$ cat config.mk
export PLATFORM = sky130hd
export DESIGN_NAME = frame_rate_exposure_timing
export DESIGN_NICKNAME = d
export VERILOG_FILES = /design/src/frame_rate_exposure_timing.v
export VERILOG_INCLUDE_DIRS = /design/src
export SDC_FILE = /design/constraint.sdc
export NUM_CORES = 1
export LEC_CHECK = 0
export ABC_CLOCK_PERIOD_IN_PS = 4500
export BUFFER_PORTS_ARGS = -buffer_cell sky130_fd_sc_hd__clkbuf_2
export CAP_MARGIN = 30
export CELL_PAD_IN_SITES_DETAIL_PLACEMENT = 0
export CELL_PAD_IN_SITES_GLOBAL_PLACEMENT = 2
export CORE_ASPECT_RATIO = 0.8
export CORE_MARGIN = 8
export CORE_UTILIZATION = 37
export DETAILED_ROUTE_END_ITERATION = 16
export PLACE_DENSITY = 0.76
export SYNTH_ARGS = -nofsm -noshare
export SYNTH_HDL_FRONTEND = slang
export SYNTH_SLANG_ARGS = --single-unit
$ cat constraint.sdc
create_clock -name pclk -period 4.5 [get_ports pclk]
set_input_delay 0.45 -clock pclk [delete_from_list [all_inputs] [get_ports pclk]]
set_output_delay 0.45 -clock pclk [all_outputs]
set_load 0.02 [all_outputs]
$ cat src/frame_timing_regs.vh
// frame_timing_regs.vh: apb offsets, field positions, resets, timing counts
// assumes a 32-bit apb slave with one register per aligned word
`ifndef FRAME_TIMING_REGS_VH
`define FRAME_TIMING_REGS_VH
// ----------------------------------------------------------------
// register offsets
// ----------------------------------------------------------------
`define OFF_CLK_DIV 12'h000
`define OFF_APPLY 12'h004
`define OFF_ROW_EXT 12'h008
`define OFF_FRAME_EXT 12'h00C
`define OFF_RESET_LEAD 12'h010
`define OFF_SCAN_WIN 12'h014
`define OFF_MODE 12'h018
`define OFF_GAIN 12'h01C
`define OFF_BREAK_PT 12'h020
`define OFF_STATUS 12'h024
`define OFF_FRAME_CNT 12'h028
// ----------------------------------------------------------------
// fields
// ----------------------------------------------------------------
`define LINE_DIV_LSB 0
`define ARRAY_DIV_LSB 8
`define MODE_PROG 2'h0
`define MODE_VSUB 2'h1
`define MODE_INTL 2'h2
`define MODE_HSUB_BIT 2
`define MODE_ROUTE_BIT 3
`define MODE_LOWBIT_BIT 4
// ----------------------------------------------------------------
// reset values and timing
// ----------------------------------------------------------------
`define RST_LINE_DIV 5'h01
`define RST_ARRAY_DIV 5'h01
`define RST_SCAN_END 8'hFB
`define ROW_FIXED_CYCLES 12'h30C
`endif

$ cat src/frame_rate_exposure_timing.v
// frame_rate_exposure_timing.v: line, pixel and array clock enables,
// row and frame counters, rolling reset lead, gain and break-point regs
// assumes an apb master on pclk; capture receiver samples pixel_tick
`default_nettype none
`include "frame_timing_regs.vh"

// Summary of operation
// - line clock is input divided by 1..31
// - line divisor changes at frame after apply
// - array divisor applied same way, not exposure
// - pixel clock equals line, halved when horizontally sub-sampled
// - row lasts 780 line cycles plus extension
// - row extension 0 to 2047 line cycles
// - row, frame, lead settings pending until apply
// - scan rows equal end minus start plus one
// - frame rows scale by mode factor plus extension
// - frame extension 0 to 4096 rows
// - reset row lies reset lead rows ahead
// - six-bit video gain code stored
// - red, green, blue six-bit gain codes stored
// - two break points, level and sensitivity each
// - levels set knees, sensitivities set later slopes
// - scan rows from doubled registers and low bit
module frame_rate_exposure_timing #(
    parameter ROW_EXT_W = 11,
    parameter FRAME_EXT_W = 13
) (
    input wire pclk,
    input wire presetn,
    input wire psel,
    input wire penable,
    input wire pwrite,
    input wire [11:0] paddr,
    input wire [31:0] pwdata,
    output reg [31:0] prdata,
    output reg pready,
    output reg pslverr,
    output reg line_tick,
    output reg pixel_tick,
    output reg array_tick,
    output reg frame_start,
    output reg [8:0] read_row,
    output reg [8:0] reset_row,
    output reg reset_row_valid,
    output reg route_green,
    output reg [5:0] video_gain_code,
    output reg [5:0] red_gain,
    output reg [5:0] green_gain,
    output reg [5:0] blue_gain
);
    // ----------------------------------------------------------------
    // register file
    // ----------------------------------------------------------------
    reg [4:0] pend_line_div;
    reg [4:0] pend_array_div;
    reg [ROW_EXT_W-1:0] pend_row_ext;
    reg [FRAME_EXT_W-1:0] pend_frame_ext;
    reg [11:0] pend_lead;
    reg [7:0] pend_scan_start;
    reg [7:0] pend_scan_end;
    reg [1:0] pend_mode;
    reg pend_hsub;
    reg pend_low_bit;
    reg apply_flag;
    reg [31:0] break_pts;
    reg [15:0] frame_count;
    reg [31:0] next_prdata;

    // ----------------------------------------------------------------
    // active copies
    // ----------------------------------------------------------------
    reg [4:0] line_clock_divisor;
    reg [4:0] array_clock_divisor;
    reg [ROW_EXT_W-1:0] row_extension;
    reg [FRAME_EXT_W-1:0] frame_extension;
    reg [11:0] reset_lead;
    reg [8:0] scan_start;
    reg [8:0] scan_row_count;
    reg [1:0] row_mode_scale;
    reg hsub;

    // counters
    reg [4:0] line_cnt;
    reg [4:0] array_cnt;
    reg pixel_phase;
    reg [11:0] row_cyc;
    reg [13:0] row_idx;

    // ----------------------------------------------------------------
    // bus decode
    // ----------------------------------------------------------------
    wire wr = psel && penable && pwrite;
    wire rd_setup = psel && !penable;
    wire hit_apply = wr && (paddr == `OFF_APPLY) && pwdata[0];
    wire frame_bound;
    wire row_end;

    // ----------------------------------------------------------------
    // helper functions
    // ----------------------------------------------------------------
    function is_mapped;
        input [11:0] a;
        begin
            is_mapped = (a <= `OFF_FRAME_CNT) && (a[1:0] == 2'b00);
        end
    endfunction

    // divisor zero is held at one so the range stays 1..31
    function [4:0] clamp_div;
        input [4:0] d;
        begin
            clamp_div = (d == 5'h00) ? 5'h01 : d;
        end
    endfunction

    // ----------------------------------------------------------------
    // read data mux
    // ----------------------------------------------------------------
    always @* begin
        next_prdata = 32'h0000_0000;
        case (paddr)
            `OFF_CLK_DIV: next_prdata = {19'h0, pend_array_div,
                3'h0, pend_line_div};
            `OFF_APPLY: next_prdata = {31'h0, apply_flag};
            `OFF_ROW_EXT: next_prdata = {21'h0, pend_row_ext};
            `OFF_FRAME_EXT: next_prdata = {19'h0, pend_frame_ext};
            `OFF_RESET_LEAD: next_prdata = {20'h0, pend_lead};
            `OFF_SCAN_WIN: next_prdata = {16'h0, pend_scan_end,
                pend_scan_start};
            `OFF_MODE: next_prdata = {27'h0, pend_low_bit,
                route_green, pend_hsub, pend_mode};
            `OFF_GAIN: next_prdata = {8'h0, blue_gain, green_gain,
                red_gain, video_gain_code};
            `OFF_BREAK_PT: next_prdata = break_pts;
            `OFF_STATUS: next_prdata = {9'h0, scan_row_count, row_idx};
            `OFF_FRAME_CNT: next_prdata = {16'h0, frame_count};
            default: next_prdata = 32'h0000_0000;
        endcase
    end

    // ----------------------------------------------------------------
    // apb slave: one wait-free access, error on unmapped word
    // ----------------------------------------------------------------
    always @(posedge pclk or negedge presetn) begin
        if (!presetn) begin
            pready <= 1'b0;
            pslverr <= 1'b0;
            prdata <= 32'h0000_0000;
        end else begin
            pready <= rd_setup;
            pslverr <= rd_setup && !is_mapped(paddr);
            if (rd_setup && !pwrite)
                prdata <= next_prdata;
        end
    end

    always @(posedge pclk or negedge presetn) begin
        if (!presetn) begin
            pend_line_div <= `RST_LINE_DIV;
            pend_array_div <= `RST_ARRAY_DIV;
            pend_row_ext <= {ROW_EXT_W{1'b0}};
            pend_frame_ext <= {FRAME_EXT_W{1'b0}};
            pend_lead <= 12'h000;
            pend_scan_start <= 8'h00;
            pend_scan_end <= `RST_SCAN_END;
            pend_mode <= `MODE_PROG;
            pend_hsub <= 1'b0;
            pend_low_bit <= 1'b0;
            route_green <= 1'b0;
            video_gain_code <= 6'h00;
            red_gain <= 6'h00;
            green_gain <= 6'h00;
            blue_gain <= 6'h00;
            break_pts <= 32'h0000_0000;
            apply_flag <= 1'b0;
        end else begin
            if (wr) begin
                case (paddr)
                    `OFF_CLK_DIV: begin
                        pend_line_div <= pwdata[`LINE_DIV_LSB +: 5];
                        pend_array_div <= pwdata[`ARRAY_DIV_LSB +: 5];
                    end
                    `OFF_ROW_EXT: pend_row_ext <= pwdata[ROW_EXT_W-1:0];
                    `OFF_FRAME_EXT: begin
                        // extension tops out at 4096 rows
                        if (pwdata[12:0] > 13'h1000)
                            pend_frame_ext <= 13'h1000;
                        else
                            pend_frame_ext <= pwdata[FRAME_EXT_W-1:0];
                    end
                    `OFF_RESET_LEAD: pend_lead <= pwdata[11:0];
                    `OFF_SCAN_WIN: begin
                        pend_scan_start <= pwdata[7:0];
                        pend_scan_end <= pwdata[15:8];
                    end
                    `OFF_MODE: begin
                        pend_mode <= pwdata[1:0];
                        pend_hsub <= pwdata[`MODE_HSUB_BIT];
                        route_green <= pwdata[`MODE_ROUTE_BIT];
                        pend_low_bit <= pwdata[`MODE_LOWBIT_BIT];
                    end
                    `OFF_GAIN: begin
                        video_gain_code <= pwdata[5:0];
                        red_gain <= pwdata[11:6];
                        green_gain <= pwdata[17:12];
                        blue_gain <= pwdata[23:18];
                    end
                    // two knees: level/sensitivity byte pairs
                    `OFF_BREAK_PT: break_pts <= pwdata;
                    default: ;
                endcase
            end
            // set by write wins over frame clear
            if (hit_apply)
                apply_flag <= 1'b1;
            else if (frame_bound)
                apply_flag <= 1'b0;
        end
    end

    // ----------------------------------------------------------------
    // clock enables
    // ----------------------------------------------------------------
    always @(posedge pclk or negedge presetn) begin
        if (!presetn) begin
            line_cnt <= 5'h00;
            array_cnt <= 5'h00;
            pixel_phase <= 1'b0;
            line_tick <= 1'b0;
            array_tick <= 1'b0;
            pixel_tick <= 1'b0;
        end else begin
            if (line_cnt + 5'h01 >= line_clock_divisor) begin
                line_cnt <= 5'h00;
                line_tick <= 1'b1;
                pixel_phase <= ~pixel_phase;
                pixel_tick <= !hsub || pixel_phase;
            end else begin
                line_cnt <= line_cnt + 5'h01;
                line_tick <= 1'b0;
                pixel_tick <= 1'b0;
            end
            if (array_cnt + 5'h01 >= array_clock_divisor) begin
                array_cnt <= 5'h00;
                array_tick <= 1'b1;
            end else begin
                array_cnt <= array_cnt + 5'h01;
                array_tick <= 1'b0;
            end
        end
    end

    // ----------------------------------------------------------------
    // row and frame counters
    // ----------------------------------------------------------------
    wire [13:0] scan_scaled = (row_mode_scale == `MODE_PROG) ?
        {5'h00, scan_row_count} : {6'h00, scan_row_count[8:1]};
    wire [13:0] frame_rows = scan_scaled + {1'b0, frame_extension};
    wire [11:0] row_len = `ROW_FIXED_CYCLES + {1'b0, row_extension};
    assign row_end = line_tick && (row_cyc + 12'h001 >= row_len);
    assign frame_bound = row_end && (row_idx + 14'h0001 >= frame_rows);

    // ----------------------------------------------------------------
    // scan window and reset lead
    // ----------------------------------------------------------------
    wire [8:0] next_start = {pend_scan_start, pend_low_bit};
    wire [8:0] next_end = {pend_scan_end, 1'b1} + {8'h00, pend_low_bit};
    wire [13:0] lead_row = row_idx + {2'h0, reset_lead};

    always @(posedge pclk or negedge presetn) begin
        if (!presetn) begin
            row_cyc <= 12'h000;
            row_idx <= 14'h0000;
            frame_start <= 1'b0;
            frame_count <= 16'h0000;
        end else begin
            frame_start <= frame_bound;
            if (row_end)
                row_cyc <= 12'h000;
            else if (line_tick)
                row_cyc <= row_cyc + 12'h001;
            if (frame_bound) begin
                row_idx <= 14'h0000;
                frame_count <= frame_count + 16'h0001;
            end else if (row_end) begin
                row_idx <= row_idx + 14'h0001;
            end
        end
    end

    // ----------------------------------------------------------------
    // settings transfer at frame boundary
    // ----------------------------------------------------------------
    always @(posedge pclk or negedge presetn) begin
        if (!presetn) begin
            line_clock_divisor <= `RST_LINE_DIV;
            array_clock_divisor <= `RST_ARRAY_DIV;
            row_extension <= {ROW_EXT_W{1'b0}};
            frame_extension <= {FRAME_EXT_W{1'b0}};
            reset_lead <= 12'h000;
            scan_start <= 9'h000;
            scan_row_count <= 9'h1F8;
            row_mode_scale <= `MODE_PROG;
            hsub <= 1'b0;
        end else if (frame_bound && apply_flag) begin
            // every pending setting moves in one edge
            line_clock_divisor <= clamp_div(pend_line_div);
            array_clock_divisor <= clamp_div(pend_array_div);
            row_extension <= pend_row_ext;
            frame_extension <= pend_frame_ext;
            reset_lead <= pend_lead;
            scan_start <= next_start;
            scan_row_count <= next_end - next_start + 9'h001;
            row_mode_scale <= pend_mode;
            hsub <= pend_hsub;
        end
    end

    // ----------------------------------------------------------------
    // read and reset row outputs
    // ----------------------------------------------------------------
    always @(posedge pclk or negedge presetn) begin
        if (!presetn) begin
            read_row <= 9'h000;
            reset_row <= 9'h000;
            reset_row_valid <= 1'b0;
        end else begin
            read_row <= scan_start + row_idx[8:0];
            reset_row <= scan_start + lead_row[8:0];
            // valid only while the lead row is inside the scan
            reset_row_valid <= (reset_lead != 12'h000) &&
                (lead_row < {5'h00, scan_row_count});
        end
    end
endmodule // frame_rate_exposure_timing
`default_nettype wire

## Yosys cells after proc, flatten, opt, wreduce, memory -nomap -nowiden

Cells that the tools add are included.

- Flip-flop bits (word level): 301
- Bits in latches: 0
- Bits in writable memories: 0
- ROM bits: 0
- Input port bits: 49
- Output and inout port bits: 82
- Word-level logic and storage cells: 123
- Memories: 0

- $add $sub $neg: 13
- Multiply operators: 0
- Divide/modulo/power cells: 0
- Magnitude comparators: 7
- Equality and inequality tests: 10
- Shift-type cells: 0
- Mux-type cells: 16
- Bitwise operators: 1
- Reductions and logical operators: 34

Operators with widths:

| operator | count |
|---|---|
| 32-bit one-hot mux with 11 select lines | 1 |
| 12-bit by 5-bit equality test with 1-bit output, second input constant | 4 |
| 12-bit by 6-bit equality test with 1-bit output, second input constant | 3 |
| 14-bit 2-to-1 mux | 2 |
| 12-bit by 4-bit equality test with 1-bit output, second input constant | 2 |
| 12-bit 2-to-1 mux | 2 |
| 5-bit 2-to-1 mux | 4 |
| 9-bit adder | 2 |
| 16-bit by 1-bit adder with 16-bit output, second input constant | 1 |
| 2-bit AND reduction | 8 |
| 14-bit by 1-bit adder with 14-bit output, second input constant | 1 |
| 14-bit by 12-bit adder with 14-bit output | 1 |
| 9-bit by 13-bit adder with 14-bit output | 1 |
| 14-bit greater-or-equal comparator | 1 |
| 14-bit by 9-bit less-than comparator with 1-bit output | 1 |
| 13-bit > comparator, second input constant | 1 |
| 13-bit 2-to-1 mux | 1 |
| 10-bit by 11-bit adder with 12-bit output, first input constant | 1 |
| 12-bit by 1-bit adder with 12-bit output, second input constant | 1 |
| 12-bit by 3-bit equality test with 1-bit output, second input constant | 1 |
| 12-bit greater-or-equal comparator | 1 |
| 12-bit by 6-bit <= comparator with 1-bit output, second input constant | 1 |
| 1-bit logical AND | 12 |
| 12-bit logical NOT | 1 |
| 14 further kinds | 27 |

## Logic depth before layout (Yosys ltp)

- Word-level depth: 7
- Mapped depth: 20
- Gate-level depth less buffers: 18

## Worst setup path after synthesis

OpenSTA, ideal clock, no wires.

- Kind: reg2reg
- From: register row_mode_scale[1]
- To: register frame_count[5]
- Setup time: 123 ps
- Arrival time: 4021 ps
- Setup slack: 356 ps
- Stages on the path, launching flop included: 18
- Path buffers: 1
- Period minus slack after synthesis: 4144 ps
- Cell sequence: dfrtp_1 -> nor2_1 -> clkbuf_1 -> o21ai_0 -> ha_1 -> or3_1 -> a211o_1 -> a31o_2 -> a21o_1 -> nand3_1 -> xor2_1 -> ha_1 -> a21oi_1 -> o21ai_0 -> nor2_1 -> a21oi_1 -> or4b_2 -> xnor2_1

- Word-level cells in the longest chain between the ends: 5

Ends and longest elaborated chain:

| item | RTL line | RTL |
|---|---|---|
| start: declaration | frame_rate_exposure_timing.v:79 | `reg [1:0] row_mode_scale;` |
| start signal: assignment | frame_rate_exposure_timing.v:303 | `` row_mode_scale <= `MODE_PROG; `` |
| start signal: assignment | frame_rate_exposure_timing.v:314 | `row_mode_scale <= pend_mode;` |
| 2-bit logical NOT (no line) | - |  |
| 9-bit 2-to-1 mux | frame_rate_exposure_timing.v:256 | `` wire [13:0] scan_scaled = (row_mode_scale == `MODE_PROG) ? `` |
| 9-bit by 13-bit adder with 14-bit output | frame_rate_exposure_timing.v:258 | `wire [13:0] frame_rows = scan_scaled + {1'b0, frame_extension};` |
| 14-bit greater-or-equal comparator | frame_rate_exposure_timing.v:261 | `assign frame_bound = row_end && (row_idx + 14'h0001 >= frame_rows);` |
| 1-bit logical AND | frame_rate_exposure_timing.v:261 |  |
| end signal: assignment | frame_rate_exposure_timing.v:284 | `frame_count <= frame_count + 16'h0001;` |
| end: declaration | frame_rate_exposure_timing.v:66 | `reg [15:0] frame_count;` |

Every way passes these cells.
A chain may end at the register's enable or synchronous reset.

## Final worst setup path

- From: register row_mode_scale[1]
- To: register row_mode_scale[1]

- Word-level cells in the longest chain between the ends: 6

Ends and longest elaborated chain:

| item | RTL line | RTL |
|---|---|---|
| 2-bit logical NOT (no line) | - |  |
| 9-bit 2-to-1 mux | frame_rate_exposure_timing.v:256 |  |
| 9-bit by 13-bit adder with 14-bit output | frame_rate_exposure_timing.v:258 |  |
| 14-bit greater-or-equal comparator | frame_rate_exposure_timing.v:261 |  |
| 1-bit logical AND | frame_rate_exposure_timing.v:261 |  |
| 1-bit logical AND | frame_rate_exposure_timing.v:305 | `end else if (frame_bound && apply_flag) begin` |

Every way passes these cells.

==> metrics <==
die footprint 51270 µm²; fillers 4201; Worst path slowest cell dfrtp_1; Pleak 9.334 nW; RSZ-0062 raised after global routing no; CP Capture Type flop; GRT overflow 0; max frequency roughly 0.24 GHz; core area 44030 µm²; crit-path cells nor2_1, buf_4, nand2_1, o21ai_0, ha_1, a211o_1, a211o_1, a31o_2, a21o_1, nand3_1, xor2_1, ha_1, a21oi_1, o21ai_2, nor2_2, a21oi_4, nand3_4, buf_12, mux2_2; Yosys top cell area share between 40% and 50%; Mean Syn Cell Area about 11 µm²; Fin. Hold Viols 0; buffers added on ports 130; Synth Warn # 0; arrival time at the worst endpoint 4700 ps; CP max stage delay 390 ps; area grow syn2layout 16.40%; Area contributors post-synth dfrtp_1 (43%), mux2_2 (9.1%), ha_1 (7.6%); TritonCTS Buffers 36; number of global-route vias before repair 12250; worst hold path type input pin to flop; sequential fraction of the synthesis area 45.99%; initial antenna violation count 3; Vias ~12000; final worst path period need 4254 ps; share of cells above drive strength 1 26.98%; Initial Utilization 37.18%; status finished clean; syn_nets 1600; count of state elements after synthesis 300; Final Slew Violations 0; row count 69; post-synth top area cell dfrtp_1; hpwl dp approximately 40000 µm; fin crit share between 90% and 100%; Least-Margin Pin Slew 896.4 ps; CP bufs+invs 2; clock root cell clkbuf_16; final net count 1741; Final Wtd Congestion 0.9323; hold path start pwdata[28]; first-pass GRT wire length 80380 µm; worst-path maximum fanout 28; Die Width 251.2 µm; cell area after layout 19050 µm²; clock latency on the worst-skew pair 560 ps; # setup viols final 0; drt total wl 52940 µm; clk slew on worst S/H paths 60 ps; largest net degree at the start of global routing 110; DP Area about 18000 µm²; Vert. Die Dim just over 200 µm; Clock Skews roughly 28 ps; pwr dens 319.6 nW/µm²; fraction of registers with async set/reset between 90% and 100%; max-cap viol count 0; H-tree levels 2; Top FF cell, synth dfrtp_1; clock sinks 300; Antenna Cells 0; GR Util All Layers approximately 21%; routed vias/inst 5.561; worst setup margin 246.3 ps; WL per Instance 24.24 µm; Slew HR 40.12%; required time worst endpoint 4940 ps; Peak VDD IR 0.0002430 V; setup TNS 0 ps; iteration-0 DRC count of the detailed router 883; drt drc 0; final antenna-violating net count 0; Gate Count Post-Synth approximately 1400; reg2reg start row_mode_scale[1]; Post-synth EDFFs 0; total iterations of the first detailed-routing run 7; synth unique cells 80; delay-heaviest family, CP compound AO/OA/AOI/OAI gates; synthesized area 16370 µm²; boundary pin count ~130; pre-CTS setup slack 161.5 ps; CTS tree done; CP startpoint kind flop; CTS max path bufs 3; kind of critical path flop to flop; crit path from row_mode_scale[1]
area by class of cell:
type / instances / area, µm² / share of cell area [%]
Clock buffer: 48 / 1007 / 5.286
Clock inverter: 18 / 240.2 / 1.261
Inverter: 64 / 240.2 / 1.261
Multi-Input combinational cell: 1024 / 8344 / 43.79
Sequential cell: 300 / 7528 / 39.51
Tap cell: 568 / 710.7 / 3.730
Timing Repair Buffer: 162 / 982.2 / 5.155
routing by layer:
layer,track usage (%),wire [µm]
met1,29.55,25460
met2,29.83,22200
met3,5.439,3814
met4,6.622,1437
met5,0,25
layout by cell type (no fill, tap or decap), types with 15 or more instances in the layout:
master	Yosys	routed
dfrtp_1	283	283
mux2_2	132	132
clkbuf_2	0	129
ha_1	99	99
nand2_1	88	88
o21ai_0	71	70
inv_1	63	63
nor2_1	67	62
xnor2_1	55	55
nand3_1	51	51
a21oi_1	45	44
clkbuf_16	0	37
xor2_1	36	36
mux2_4	33	33
mux2i_1	29	29
buf_4	5	24
a22o_1	22	22
nor2b_1	20	20
nor3_1	20	20
a22oi_1	19	19
a21o_1	17	17
dfstp_2	17	17
a31oi_1	15	15
worst paths after layout:
| check | to | cells past startpoint | slack (ps) |
|---|---|---|---|
| min in group asynchronous | reset_row_valid | 2 | 540 |
| worst max register to register | row_mode_scale[1] | 19 | 250 |
| worst min-delay path | break_pts[28] | 2 | 120 |
| worst max-delay path | row_mode_scale[1] | 19 | 250 |
| max in group asynchronous | array_clock_divisor[0] | 3 | 2810 |
| worst min register to register | array_clock_divisor[0] | 2 | 470 |
cells by family (layout without fill, tap and decap cells):
logic type | Yosys count | in the layout | synth area share, %
AO/OA/AOI/OAI | 290 | 290 | 12.38
buffers and inverters | 123 | 292 | 3.279
adder cells (fa/ha/maj) | 104 | 104 | 8.179
AND/OR/NAND/NOR | 340 | 340 | 11.08
multiplexers | 199 | 199 | 14.23
XOR/XNOR | 91 | 91 | 4.869
flip-flops | 300 | 300 | 45.99
sequential cells by signal, indices dropped and copies added (netlist names), 11 cells and up:
signal           cells
row_idx             14
frame_count         16
row_cyc             12
pend_frame_ext      13
row_extension       11
reset_lead          12
prdata              32
pend_row_ext        11
frame_extension     13
pend_lead           12
break_pts           32
metrics by stage:
step,hold WS [ps],utilization [%],std cells,power (mW)
2_1_floorplan,154.4,-,1447,2.867
3_3_place_gp,449.3,40.37,2117,3.036
3_5_place_dp,465.2,40.37,2117,3.038
4_1_cts,93.50,43.23,2184,6.152
5_1_grt,123.2,43.27,2184,6.279
6_report,116.9,43.27,2184,6.089
synth_stat cells, types with 4 or more instances:
master,n
nand4_1,12
nor4_1,12
a222oi_1,11
nand3_1,51
clkbuf_1,32
a21o_1,17
nor2_1,67
nor3_2,5
buf_6,5
fa_1,5
o31ai_1,5
mux2i_1,29
nor4b_1,4
nand2_1,88
mux2_4,33
a31oi_1,15
o21a_1,11
buf_4,5
buf_2,15
mux2_1,5
a22oi_1,19
a221oi_1,14
inv_1,63
dfrtp_1,283
dfstp_2,17
o211ai_1,4
a21oi_1,45
nand2b_1,13
xnor2_1,55
o32ai_1,4
xor2_1,36
mux2_2,132
ha_1,99
nor2b_1,20
a211oi_1,7
o21ai_0,71
a22o_1,22
and3_1,14
o22ai_1,5
o41ai_1,5
nor3b_1,4
nor3_1,20
and2_1,7
repair_timing:
| action | CTS | global route |
|---|---|---|
| endpoints found under the hold margin | 2 | 0 |
| endpoints found under the setup margin | 0 | 55 |
| hold buffers | 1 | 0 |
| gates resized for setup | 0 | 6 |
| setup buffers | 0 | 0 |
power breakdown:
group | total [mW] | leakage (nW) | internal, mW | switching (mW)
Combinational | 0.254 | 4.68 | 0.0618 | 0.193
Clock | 3.10 | 0.613 | 1.88 | 1.23
Sequential | 2.73 | 4.04 | 2.72 | 0.0142
(Power assumes the default switching activity.)
